`src/hw/adsb_defs.vh`:
```
// register offsets, field positions, reset values and state codes for sequence b control
`ifndef ADSB_DEFS_VH
`define ADSB_DEFS_VH
// ==========================================
// register byte offsets
`define ADSB_OFF_CTRL     12'h000
`define ADSB_OFF_GRES     12'h004
`define ADSB_OFF_STAT     12'h008
// ==========================================
// control register fields
`define ADSB_CH_HI        11
`define ADSB_CH_LO        0
`define ADSB_TSEL_HI      14
`define ADSB_TSEL_LO      12
`define ADSB_POL_BIT      18
`define ADSB_SKIP_BIT     19
`define ADSB_START_BIT    26
`define ADSB_BURST_BIT    27
`define ADSB_STEP_BIT     28
`define ADSB_MODE_BIT     30
`define ADSB_ENA_BIT      31
// ==========================================
// global result fields
`define ADSB_RES_HI       15
`define ADSB_RES_LO       4
`define ADSB_GCH_HI       29
`define ADSB_GCH_LO       26
`define ADSB_OVR_BIT      30
`define ADSB_FRESH_BIT    31
// ==========================================
// status register fields
`define ADSB_SFLAG_BIT    0
`define ADSB_OVRIE_BIT    1
`define ADSB_BUSY_BIT     2
// ==========================================
// reset values
`define ADSB_CTRL_RST     32'h0000_0000
`define ADSB_CHAN_RST     4'h0
`define ADSB_RES_RST      12'h000
// ==========================================
// sequencer states
`define ADSB_ST_IDLE      2'h0
`define ADSB_ST_LAUNCH    2'h1
`define ADSB_ST_WAIT      2'h2
`endif

```
`src/hw/adsb_trig_edge.v`:
```
// trigger select, optional synchroniser and polarity edge detect
`timescale 1ns/100ps
`default_nettype none
module adsb_trig_edge (
	input  wire       clk,
	input  wire       rstn,
	input  wire [7:0] hw_trig,
	input  wire [2:0] trig_sel,
	input  wire       sync_skip,
	input  wire       edge_pol,
	output wire       trig_edge
);
	reg  [7:0] meta_q;
	reg  [7:0] sync_q;
	reg        prev_q;
	wire       cur;

	// ==========================================
	// two-stage synchroniser per input
	genvar i;
	generate
		for (i = 0; i < 8; i = i + 1) begin : g_sync
			always @(posedge clk) begin
				if (!rstn) begin
					meta_q[i] <= 1'b0;
					sync_q[i] <= 1'b0;
				end else begin
					meta_q[i] <= hw_trig[i];
					sync_q[i] <= meta_q[i];
				end
			end
		end
	endgenerate

	// ==========================================
	// bypass or synchronised path
	assign cur = sync_skip ? hw_trig[trig_sel] : sync_q[trig_sel];

	always @(posedge clk) begin
		if (!rstn) begin
			prev_q <= 1'b0;
		end else begin
			prev_q <= cur;
		end
	end

	// R2: polarity selects edge
	assign trig_edge = edge_pol ? (cur & ~prev_q) : (~cur & prev_q);
endmodule // adsb_trig_edge
`default_nettype wire

```
`src/hw/adsb_chan_pick.v`:
```
// lowest enabled channel at or above a start index
`timescale 1ns/100ps
`default_nettype none
module adsb_chan_pick (
	input  wire [11:0] mask,
	input  wire [4:0]  from,
	output reg         found,
	output reg  [3:0]  chan
);
	integer k;

	// descending scan, last match is the lowest
	always @* begin
		found = 1'b0;
		chan  = 4'h0;
		for (k = 11; k >= 0; k = k - 1) begin
			if (mask[k] && (k >= from)) begin
				found = 1'b1;
				chan  = k[3:0];
			end
		end
	end
endmodule // adsb_chan_pick
`default_nettype wire

```
`src/hw/adsb_seq_ctrl.v`:
```
// sequence b launch, sequencing and completion flag control with apb registers
// What this block does
// polarity zero: falling edge of selected trigger starts a sequence.
// polarity one: rising edge of selected trigger starts a sequence.
// bypass bit routes the trigger around the synchroniser.
// synchronous mode: bypass only for synchronous triggers; pulse one system clock.
// asynchronous mode: bypass needs one converter clock pulse, else one system clock.
// writing start launches one pass, same as a hardware trigger.
// software must not write start while burst is set.
// start is a momentary pulse and always reads zero.
// burst repeats the sequence continuously and ignores other triggers.
// clearing burst finishes the current pass then stops.
// single step converts only the next enabled channel per trigger.
// after the last enabled channel, single step restarts at the first.
// single step flag timing still follows the retrieval mode bit.
// mode zero: flag set per conversion, mirrors the result fresh flag.
// mode zero: global overrun feeds the overrun interrupt when enabled.
// mode one: flag set at sequence end, held until software or dma clear.
// mode one: global overrun does not feed the overrun interrupt.
// software writes zero to reserved bits; reads may return anything.
// a pass converts enabled channels in ascending order from lowest.
// trigger select field chooses the hardware trigger input.
// disabled ignores triggers; clearing halts after current conversion, resumes next.
// unbypassed trigger passes a two-stage synchroniser before edge detect.
//
// Added by the designer: the placing of the registers and the APB slave port.
`include "adsb_defs.vh"
`timescale 1ns/100ps
`default_nettype none
module adsb_seq_ctrl (
	input  wire        clk,
	input  wire        rstn,
	input  wire        psel,
	input  wire        penable,
	input  wire        pwrite,
	input  wire [11:0] paddr,
	input  wire [31:0] pwdata,
	output reg  [31:0] prdata,
	output wire        pready,
	output wire        pslverr,
	input  wire [7:0]  hw_trig,
	output reg         conv_start,
	output reg  [3:0]  conv_chan,
	input  wire        conv_done,
	input  wire [11:0] conv_result,
	input  wire        dma_clr,
	output wire        seq_flag,
	output wire        ovr_irq
);
	// ==========================================
	// declarations
	reg  [11:0] chans_q;
	reg  [2:0]  tsel_q;
	reg         pol_q;
	reg         skip_q;
	reg         burst_q;
	reg         step_q;
	reg         mode_q;
	reg         ena_q;
	reg         start_q;
	reg         ovr_ie_q;
	reg  [1:0]  state_q;
	reg  [1:0]  state_d;
	reg  [3:0]  ptr_q;
	reg  [3:0]  ptr_d;
	reg  [3:0]  cur_q;
	reg  [3:0]  cur_d;
	reg         eos_d;
	reg  [11:0] res_q;
	reg  [3:0]  gch_q;
	reg         fresh_q;
	reg         ovr_q;
	reg         sflag_q;
	wire        acc;
	wire        wr;
	wire        rd;
	wire        wr_ctrl;
	wire        wr_stat;
	wire        rd_gres;
	wire        mapped;
	wire        trig_edge;
	wire        launch;
	wire        pick_found;
	wire [3:0]  pick_chan;
	wire [4:0]  pick_from;

	// reset image of the control word, sliced per field below
	localparam [31:0] CTRL_RST = `ADSB_CTRL_RST;

	// ==========================================
	// address decode
	function is_reg;
		input [11:0] a;
		input [11:0] off;
		begin
			is_reg = (a == off);
		end
	endfunction

	assign acc     = psel & penable;
	assign wr      = acc & pwrite;
	assign rd      = acc & ~pwrite;
	assign mapped  = is_reg(paddr, `ADSB_OFF_CTRL) | is_reg(paddr, `ADSB_OFF_GRES)
		| is_reg(paddr, `ADSB_OFF_STAT);
	assign wr_ctrl = wr & is_reg(paddr, `ADSB_OFF_CTRL);
	assign wr_stat = wr & is_reg(paddr, `ADSB_OFF_STAT);
	assign rd_gres = rd & is_reg(paddr, `ADSB_OFF_GRES);
	assign pready  = 1'b1;
	assign pslverr = acc & ~mapped;

	// ==========================================
	// control register
	always @(posedge clk) begin
		if (!rstn) begin
			chans_q  <= CTRL_RST[`ADSB_CH_HI:`ADSB_CH_LO];
			tsel_q   <= CTRL_RST[`ADSB_TSEL_HI:`ADSB_TSEL_LO];
			pol_q    <= CTRL_RST[`ADSB_POL_BIT];
			skip_q   <= CTRL_RST[`ADSB_SKIP_BIT];
			burst_q  <= CTRL_RST[`ADSB_BURST_BIT];
			step_q   <= CTRL_RST[`ADSB_STEP_BIT];
			mode_q   <= CTRL_RST[`ADSB_MODE_BIT];
			ena_q    <= CTRL_RST[`ADSB_ENA_BIT];
			start_q  <= 1'b0;
			ovr_ie_q <= 1'b0;
		end else begin
			// start only a one-cycle pulse
			start_q <= wr_ctrl & pwdata[`ADSB_START_BIT];
			if (wr_ctrl) begin
				chans_q <= pwdata[`ADSB_CH_HI:`ADSB_CH_LO];
				// trigger input select
				tsel_q  <= pwdata[`ADSB_TSEL_HI:`ADSB_TSEL_LO];
				pol_q   <= pwdata[`ADSB_POL_BIT];
				skip_q  <= pwdata[`ADSB_SKIP_BIT];
				burst_q <= pwdata[`ADSB_BURST_BIT];
				step_q  <= pwdata[`ADSB_STEP_BIT];
				mode_q  <= pwdata[`ADSB_MODE_BIT];
				ena_q   <= pwdata[`ADSB_ENA_BIT];
			end
			if (wr_stat) begin
				ovr_ie_q <= pwdata[`ADSB_OVRIE_BIT];
			end
		end
	end

	// ==========================================
	// read mux
	always @* begin
		prdata = 32'h0000_0000;
		if (rd && is_reg(paddr, `ADSB_OFF_CTRL)) begin
			prdata[`ADSB_CH_HI:`ADSB_CH_LO]     = chans_q;
			prdata[`ADSB_TSEL_HI:`ADSB_TSEL_LO] = tsel_q;
			prdata[`ADSB_POL_BIT]               = pol_q;
			prdata[`ADSB_SKIP_BIT]              = skip_q;
			prdata[`ADSB_BURST_BIT]             = burst_q;
			prdata[`ADSB_STEP_BIT]              = step_q;
			prdata[`ADSB_MODE_BIT]              = mode_q;
			prdata[`ADSB_ENA_BIT]               = ena_q;
		end else if (rd_gres) begin
			prdata[`ADSB_RES_HI:`ADSB_RES_LO] = res_q;
			prdata[`ADSB_GCH_HI:`ADSB_GCH_LO] = gch_q;
			prdata[`ADSB_OVR_BIT]             = ovr_q;
			prdata[`ADSB_FRESH_BIT]           = fresh_q;
		end else if (rd && is_reg(paddr, `ADSB_OFF_STAT)) begin
			prdata[`ADSB_SFLAG_BIT] = seq_flag;
			prdata[`ADSB_OVRIE_BIT] = ovr_ie_q;
			prdata[`ADSB_BUSY_BIT]  = (state_q != `ADSB_ST_IDLE);
		end
	end

	// ==========================================
	// trigger path
	// synchroniser inside edge unit
	adsb_trig_edge u_trig (
		.clk       (clk),
		.rstn      (rstn),
		.hw_trig   (hw_trig),
		.trig_sel  (tsel_q),
		.sync_skip (skip_q),
		.edge_pol  (pol_q),
		.trig_edge (trig_edge)
	);

	// start acts as trigger
	// burst relaunches, others ignored
	// disabled ignores triggers
	assign launch = ena_q & (burst_q | trig_edge | start_q)
		& ~(burst_q & ~(trig_edge | start_q) & 1'b0);

	// ==========================================
	// channel search
	assign pick_from = (state_q == `ADSB_ST_WAIT) ? ({1'b0, cur_q} + 5'h01) : {1'b0, ptr_q};

	adsb_chan_pick u_pick (
		.mask  (chans_q),
		.from  (pick_from),
		.found (pick_found),
		.chan  (pick_chan)
	);

	// ==========================================
	// sequencer
	always @* begin
		state_d = state_q;
		ptr_d   = ptr_q;
		cur_d   = cur_q;
		eos_d   = 1'b0;
		case (state_q)
			`ADSB_ST_IDLE: begin
				if (launch) begin
					if (pick_found) begin
						cur_d   = pick_chan;
						state_d = `ADSB_ST_LAUNCH;
					end else begin
						ptr_d = 4'h0;
					end
				end
			end
			`ADSB_ST_LAUNCH: begin
				state_d = `ADSB_ST_WAIT;
			end
			`ADSB_ST_WAIT: begin
				if (conv_done) begin
					if (pick_found) begin
						ptr_d = pick_chan;
						// single step stops here
						// disable halts after current
						if (ena_q && !step_q) begin
							cur_d   = pick_chan;
							state_d = `ADSB_ST_LAUNCH;
						end else begin
							state_d = `ADSB_ST_IDLE;
						end
					end else begin
						// pass ends, burst checked in idle
						// wrap to first channel
						eos_d   = 1'b1;
						ptr_d   = 4'h0;
						state_d = `ADSB_ST_IDLE;
					end
				end
			end
			default: begin
				state_d = `ADSB_ST_IDLE;
			end
		endcase
	end

	always @(posedge clk) begin
		if (!rstn) begin
			state_q    <= `ADSB_ST_IDLE;
			ptr_q      <= `ADSB_CHAN_RST;
			cur_q      <= `ADSB_CHAN_RST;
			conv_start <= 1'b0;
			conv_chan  <= `ADSB_CHAN_RST;
		end else begin
			state_q    <= state_d;
			ptr_q      <= ptr_d;
			cur_q      <= cur_d;
			conv_start <= (state_d == `ADSB_ST_LAUNCH) && (state_q != `ADSB_ST_LAUNCH);
			conv_chan  <= cur_d;
		end
	end

	// ==========================================
	// global result and flags
	always @(posedge clk) begin
		if (!rstn) begin
			res_q   <= `ADSB_RES_RST;
			gch_q   <= `ADSB_CHAN_RST;
			fresh_q <= 1'b0;
			ovr_q   <= 1'b0;
			sflag_q <= 1'b0;
		end else begin
			if (state_q == `ADSB_ST_WAIT && conv_done) begin
				res_q   <= conv_result;
				gch_q   <= cur_q;
				fresh_q <= 1'b1;
				ovr_q   <= fresh_q | (ovr_q & ~rd_gres);
			end else if (rd_gres) begin
				fresh_q <= 1'b0;
				ovr_q   <= 1'b0;
			end
			// sequence-end flag, set wins
			if (eos_d) begin
				sflag_q <= 1'b1;
			end else if (dma_clr || (wr_stat && pwdata[`ADSB_SFLAG_BIT])) begin
				sflag_q <= 1'b0;
			end
		end
	end

	// R14: flag source by mode
	assign seq_flag = mode_q ? sflag_q : fresh_q;
	// R17: overrun gated by mode
	assign ovr_irq = ovr_q & ovr_ie_q & ~mode_q;
endmodule // adsb_seq_ctrl
`default_nettype wire

```
`config.mk`:
```
export PLATFORM = sky130hd
export DESIGN_NAME = adsb_seq_ctrl
export DESIGN_NICKNAME = d
export VERILOG_FILES = /design/src/hw/adsb_trig_edge.v /design/src/hw/adsb_chan_pick.v /design/src/hw/adsb_seq_ctrl.v
export VERILOG_INCLUDE_DIRS = /design/src /design/src/hw
export SDC_FILE = /design/constraint.sdc
export NUM_CORES = 1
export LEC_CHECK = 0
export ABC_CLOCK_PERIOD_IN_PS = 2900
export BUFFER_PORTS_ARGS = -buffer_cell sky130_fd_sc_hd__buf_4
export CORE_MARGIN = 4
export CORE_UTILIZATION = 51
export CTS_CLUSTER_DIAMETER = 30
export CTS_CLUSTER_SIZE = 25
export DETAILED_ROUTE_END_ITERATION = 16
export PLACE_DENSITY = 0.8
export SYNTH_ARGS = -nofsm -noshare
export SYNTH_HDL_FRONTEND = slang
export SYNTH_SLANG_ARGS = --single-unit
```
`constraint.sdc`:
```
create_clock -name clk -period 2.9 [get_ports clk]
set_input_delay 0.58 -clock clk [delete_from_list [all_inputs] [get_ports clk]]
set_output_delay 0.58 -clock clk [all_outputs]
set_load 0.02 [all_outputs]
```
==> run summary, run 1 <==
Status - complete, no violations
Total routed wirelength - 10080 um
Share of cells above drive strength 1 - 0.2746
Slew headroom - 0.5444
Crit path kind - in2out
Initial drt markers - 252
Largest net degree at the start of global routing - 25
Post-synth ARST share - 0
Max rail drop VDD - 0.0003756 V
Routed length per instance - 16.36 um
Least-Margin Pin Slew - 0.6826 ns
Final hold viol count - 0
Hold Buf Count CTS - 0
Final Power - 1.991 mW
Router iterations before antenna repair - 5
Fin util - 0.7037
Setup TNS - 0 ns
Area contributors post-synth - dfxtp_1 (40%), nand2_1 (10%), a21oi_1 (7.9%)
Post-route cell area - 4571 um2
Max stage delay on crit path - 0.33 ns
Final setup fails - 0
Initial antenna violation count - 0
Die area - 8219 um2
Max clock buf depth - 2
CP max FO - 7
Worst Skew - 0.006617 ns
PnR worst setup slack - 0.08002 ns
Nets - 606
Post-synth top flop - dfxtp_1
Post-synthesis cell count - 435
Starting Density - 0.5365
First-pass GRT wire length - 16380 um
Slew Limit Fails - 0
Post_cts resized - 0
Clk slew on worst S/H paths - 0.08 ns
IO Port Bufs - 92
Core box area - 6495 um2
Pleak - 1.829 nW
CP required - 2.32 ns
Fmax - 354.6 MHz
Number of setup buffers added after CTS - 0
Crit path DAT - 2.24 ns
Worst-path cell with the longest stage delay - nor4_4
Post-route ant nets - 0
Distinct cells, synth - 58
N_diodes - 0
Drt drc - 0
MaxCap Viol Count - 0
IO Pins - 112
CTS Sinks - 70
Pre-CTS WS - 0.07585 ns
Die Wd - 90.66 um
Layout area overhead - 31.17%
Cell Area, Placed - 4307 um2
CTS tree - done
Routed vias - 3573
Cell Area, Synth - 3485 um2
Clk_lat worst skew - 0.34 ns
H-tree depth - 3
Routability cong. - 0.9257
Row count - 29
Crit-path cells - buf_4 -> nor4_1 -> nand3_1 -> or2_1 -> nor4_4 -> buf_4 -> a22o_1 -> buf_4
Final Critical Period - 2.820 ns
Top cell by count, worst path - buf_4
EDFF count, synth - 0
Top cell type's share of synthesized area - 0.4022
All-layer global routing usage - 0.2440
Seq/Total Area, Yosys - 0.4022
DP HPWL - 7364 um
Clock root buffer - clkbuf_8
Warnings from Yosys - 0
Via-per-instance ratio - 5.800
Vias in the first global route - 3496
Area leader, netlist - dfxtp_1
Critical Path End Type - primary output
Cell Pwr Density - 435.6 nW/um2
Num CTS Buffers - 9
Final period util - 0.9724
Critical path launch point type - primary input
Mean area per synthesized cell - 8.011 um2
Die span in y - 90.66 um
Hold Crit Class - reg2reg
Total gr overflow - 0
Synth Register Bits - 70
==> logic make-up after synthesis <==
| group | after synthesis | share of synthesized area |
|---|---|---|
| buffers and inverters | 44 | 0.06104 |
| XOR/XNOR | 1 | 0.002514 |
| adder cells (fa/ha/maj) | 1 | 0.003590 |
| multiplexers | 11 | 0.04668 |
| AO/OA/AOI/OAI | 120 | 0.2255 |
| AND/OR/NAND/NOR | 186 | 0.2564 |
| flip-flops | 70 | 0.4022 |
| other | 2 | 0.002155 |
==> final timing paths <==
kind                                from                     endpoint  slack (ns)  depth (start not counted)
min          u_trig.meta_q[5]$_SDFF_PN0_  u_trig.sync_q[5]$_SDFF_PN0_        0.44                          1
max                             paddr[7]                   prdata[13]        0.08                          8
max reg2reg       tsel_q[2]$_SDFFE_PN0P_        cur_q[2]$_SDFFE_PN0P_        0.18                          8
min reg2reg  u_trig.meta_q[5]$_SDFF_PN0_  u_trig.sync_q[5]$_SDFF_PN0_        0.44                          1
==> routing by layer <==
layer	share of wire	global-route usage
met1	0.43	0.3017
met4	0.020	0.08801
met2	0.49	0.4120
met5	0	0
met3	0.065	0.05833
==> layout make-up <==
| class | instances | area [um2] |
|---|---|---|
| Clock buffer | 10 | 137.6 |
| Clock inverter | 6 | 92.59 |
| Fill cell | 547 | 1924 |
| Inverter | 8 | 30.03 |
| Multi-Input combinational cell | 328 | 1931 |
| Sequential cell | 70 | 1401 |
| Tap cell | 77 | 96.34 |
| Timing Repair Buffer | 117 | 882.1 |
==> cell usage after synthesis, types with 2 or more instances <==
library cell / instances
a2111oi_0: 2
a21boi_0: 2
a21oi_1: 55
a22o_1: 15
a2bb2oi_1: 2
a31oi_1: 6
and2_1: 24
and3_1: 4
buf_1: 3
buf_2: 4
buf_4: 9
clkbuf_1: 18
conb_1: 2
dfxtp_1: 70
inv_1: 8
mux2_2: 2
mux2i_1: 5
mux4_2: 4
nand2_1: 93
nand2b_1: 4
nand3_1: 9
nand3b_1: 3
nand4_1: 2
nor2_1: 23
nor2b_1: 3
nor3_1: 2
nor3b_1: 3
nor4_1: 3
nor4b_1: 2
o211ai_1: 6
o21a_1: 2
o21ai_0: 8
o21ai_1: 4
o22ai_1: 4
or2_1: 2
or3b_1: 5
==> critical path, delay by kind of cell <==
| family | cells | cell delay [ns] |
|---|---|---|
| compound gates | 1 | 0.17 |
| simple gates | 4 | 1.00 |
| buf+inv | 3 | 0.48 |
==> registers in the layout, summed over array words and instances, names as in the netlist <==
name	flops
chans_q	12
res_q	12
u_trig.meta_q	8
u_trig.sync_q	8
cur_q	4
gch_q	4
ptr_q	4
tsel_q	3
state_q	2
burst_q	1
conv_start	1
ena_q	1
fresh_q	1
mode_q	1
ovr_ie_q	1
ovr_q	1
pol_q	1
sflag_q	1
skip_q	1
start_q	1
step_q	1
u_trig.prev_q	1
==> where the power goes <==
part	total [mW]	switching, mW	internal, mW
Sequential	0.973	0.00240	0.971
Clock	0.896	0.382	0.513
Combinational	0.122	0.0538	0.0681
Total	1.99	0.438	1.55
==> layout by cell type (no fill, tap or decap), types with 3 or more instances in the layout <==
master and n:
a21oi_1 55, a22o_1 15, a31oi_1 6, and2_1 24
and3_1 4, buf_4 116, clkbuf_8 10, conb_1 9
dfxtp_1 70, inv_1 8, mux2i_1 5, mux4_2 4
nand2_1 93, nand2b_1 4, nand3_1 9, nand3b_1 3
nor2_1 22, nor2b_1 3, nor3b_1 3, o211ai_1 6
o21ai_0 8, o21ai_1 4, o22ai_1 4, or3b_1 5
==> through the flow <==
| step | hold WS [ns] | instances |
|---|---|---|
| finish | 0.4357 | 616 |
| global route | 0.4285 | 616 |
| CTS | 0.4318 | 615 |
| detailed placement | 0.4209 | 599 |
| global placement | 0.4136 | 599 |
| floorplan | 0.4119 | 442 |
No activity file was read; power rests on OpenSTA's default activity.
==> run 2, diff against run 1 <==
CORE_UTILIZATION = 50   (was 51)
PLACE_DENSITY = 0.79   (was 0.8)
==> run 2 against run 1 <==
  * Fmax increased by 0.19%
  * Sequential power barely moved
  * First-iteration DRC count up 14%
  * Combinational power about the same
  * Clock-buffer cell count increased by 1
  * Power is 3.0% higher
  * Worst hold slack better by 0.00063 ns
  * Die area rose by 1.8%
  * Flip-flop and latch count unchanged
  * Via count down 1.7%
  * Critical path type unchanged
  * Highest routed layer unchanged
==> run summary, run 2 (synthesized netlist as in run 1, its figures left out) <==
Router iterations before antenna repair - 5 (unchanged)
All-layer global routing usage - 0.2337 (was 0.2440)
Placed cells - 620 (was 599)
CTS Sinks - 70 (unchanged)
GR Util met3 - 0.05054 (was 0.05833)
Nets - 609 (was 606)
Post-route ant nets - 0 (unchanged)
Hold Buf Count CTS - 0 (unchanged)
Final Critical Period - 2.815 ns (was 2.820 ns)
Max clock buf depth - 2 (unchanged)
Vias in the first global route - 3358 (was 3496)
Total routed wirelength - 9965 um (was 10080 um)
Critical Path End Type - primary output (unchanged)
Least-Margin Pin Slew - 0.6656 ns (was 0.6826 ns)
Post-route cell area - 4621 um2 (was 4571 um2)
Largest net degree at the start of global routing - 30 (was 25)
Cell Pwr Density - 443.9 nW/um2 (was 435.6 nW/um2)
N_diodes - 0 (unchanged)
Biggest regs - chans_q (12), res_q (12) (unchanged)
Routed length per instance - 15.62 um (was 16.36 um)
Initial drt markers - 288 (was 252)
Via-per-instance ratio - 5.506 (was 5.800)
Routability cong. - 0.9017 (was 0.9257)
Clk slew on worst S/H paths - 0.07 ns (was 0.08 ns)
Fmax - 355.3 MHz (was 354.6 MHz)
Total gr overflow - 0 (unchanged)
Max rail drop VDD - 0.0003065 V (was 0.0003756 V)
Core box area - 6794 um2 (was 6495 um2)
Die Wd - 91.48 um (was 90.66 um)
Clock root buffer - clkbuf_8 (unchanged)
Cell Area, Placed - 4345 um2 (was 4307 um2)
Worst Skew - 0.008576 ns (was 0.006617 ns)
Crit path kind - in2out (unchanged)
CP max FO - 7 (unchanged)
First-pass GRT wire length - 15860 um (was 16380 um)
Die span in y - 91.48 um (was 90.66 um)
Unrepaired setup endpoints after global routing - true
Share of cells above drive strength 1 - 0.2731 (was 0.2746)
IO Port Bufs - 92 (unchanged)
Drt drc - 0 (unchanged)
Global Route met2 Usage - 0.3938 (was 0.4120)
Routed vias - 3513 (was 3573)
Most Used Layer, Global Route - met2 (unchanged)
Die area - 8369 um2 (was 8219 um2)
Met1 usage - 0.2954 (was 0.3017)
MaxCap Viol Count - 0 (unchanged)
Pleak - 1.857 nW (was 1.829 nW)
Row count - 30 (was 29)
Clk_lat worst skew - 0.34 ns (about the same)
CTS tree - done (unchanged)
Final hold viol count - 0 (unchanged)
Num CTS Buffers - 9 (unchanged)
Initial antenna violation count - 0 (unchanged)
IO Pins - 112 (unchanged)
Status - complete, no violations (unchanged)
Final setup fails - 0 (unchanged)
Starting Density - 0.5129 (was 0.5365)
Slew Limit Fails - 0 (unchanged)
H-tree depth - 3 (unchanged)
Finished Layout Cells - 638 (was 616)
Leading cell type in the layout, fill and taps excluded - buf_4 (unchanged)
Most frequent cells in the layout - buf_4 (120), nand2_1 (93), dfxtp_1 (70) (was buf_4 (116), nand2_1 (93), dfxtp_1 (70))
Slew headroom - 0.5557 (was 0.5444)
Final period util - 0.9705 (was 0.9724)
Critical path launch point type - primary input (unchanged)
Crit path DAT - 2.23 ns (was 2.24 ns)
DP HPWL - 7297 um (was 7364 um)
Hold Crit Class - reg2reg (unchanged)
CP required - 2.32 ns (about the same)
Layout area overhead - 32.60% (was 31.17%)
[run 2: what timing repair did]
action	in CTS	in global routing
gates cloned	0	1
setup endpoints to repair	1	17
pin swaps	0	1
gates resized for setup	1	6
setup buffers	0	1
[run 2: worst paths after layout]
path / slack, ns / startpoint / cells after the start / endpoint
worst max-delay path: 0.09 / paddr[7] / 8 / prdata[9]
worst min register to register: 0.44 / u_trig.meta_q[6]$_SDFF_PN0_ / 1 / u_trig.sync_q[6]$_SDFF_PN0_
worst min-delay path: 0.44 / u_trig.meta_q[6]$_SDFF_PN0_ / 1 / u_trig.sync_q[6]$_SDFF_PN0_
worst max register to register: 0.16 / cur_q[0]$_SDFFE_PN0P_ / 10 / ptr_q[2]$_SDFFE_PN0P_
[run 2: worst max-delay path, stage by stage]
cell	delay, ns
buf_4	0.11
nor4_1	0.27
nand3_1	0.12
or2_1	0.29
nor4_4	0.33
buf_4	0.23
a22o_1	0.17
buf_4	0.14
[run 2: per-layer routing]
metal  vias to the layer above  share of wire
met2                       122           0.49
met5                         -              0
met1                      1665           0.43
li1                       1710              -
met3                        16          0.065
met4                         0          0.013
[run 2: area by class of cell]
type	count	area [um2]
fill	560	2173
multi-input combinational	328	1921
sequential	70	1401
timing repair buffer	120	900.9
clock buffer	11	141.4
tap	96	120.1
clock inverter	5	106.4
inverter	8	30.03
[run 2: report_power, final]
group,leakage [nW],switching [mW],internal (mW)
registers,0.567,0.00269,0.971
logic,1.17,0.0529,0.0672
clock network,0.120,0.361,0.596
[run 2: per-stage QoR]
stage | util | hold WS, ns | power, mW | worst slack [ns] | setup TNS [ns]
6_report | 0.6801 | 0.4363 | 2.051 | 0.08544 | 0
5_1_grt | 0.6801 | 0.4337 | 2.114 | -0.04637 | -0.3087
4_1_cts | 0.6766 | 0.4378 | 2.062 | 0.06770 | 0
3_5_place_dp | 0.6396 | 0.4197 | 1.114 | 0.06256 | 0
3_3_place_gp | 0.6396 | 0.4142 | 1.112 | 0.1388 | 0
2_1_floorplan | - | 0.4119 | 1.047 | 0.2048 | 0
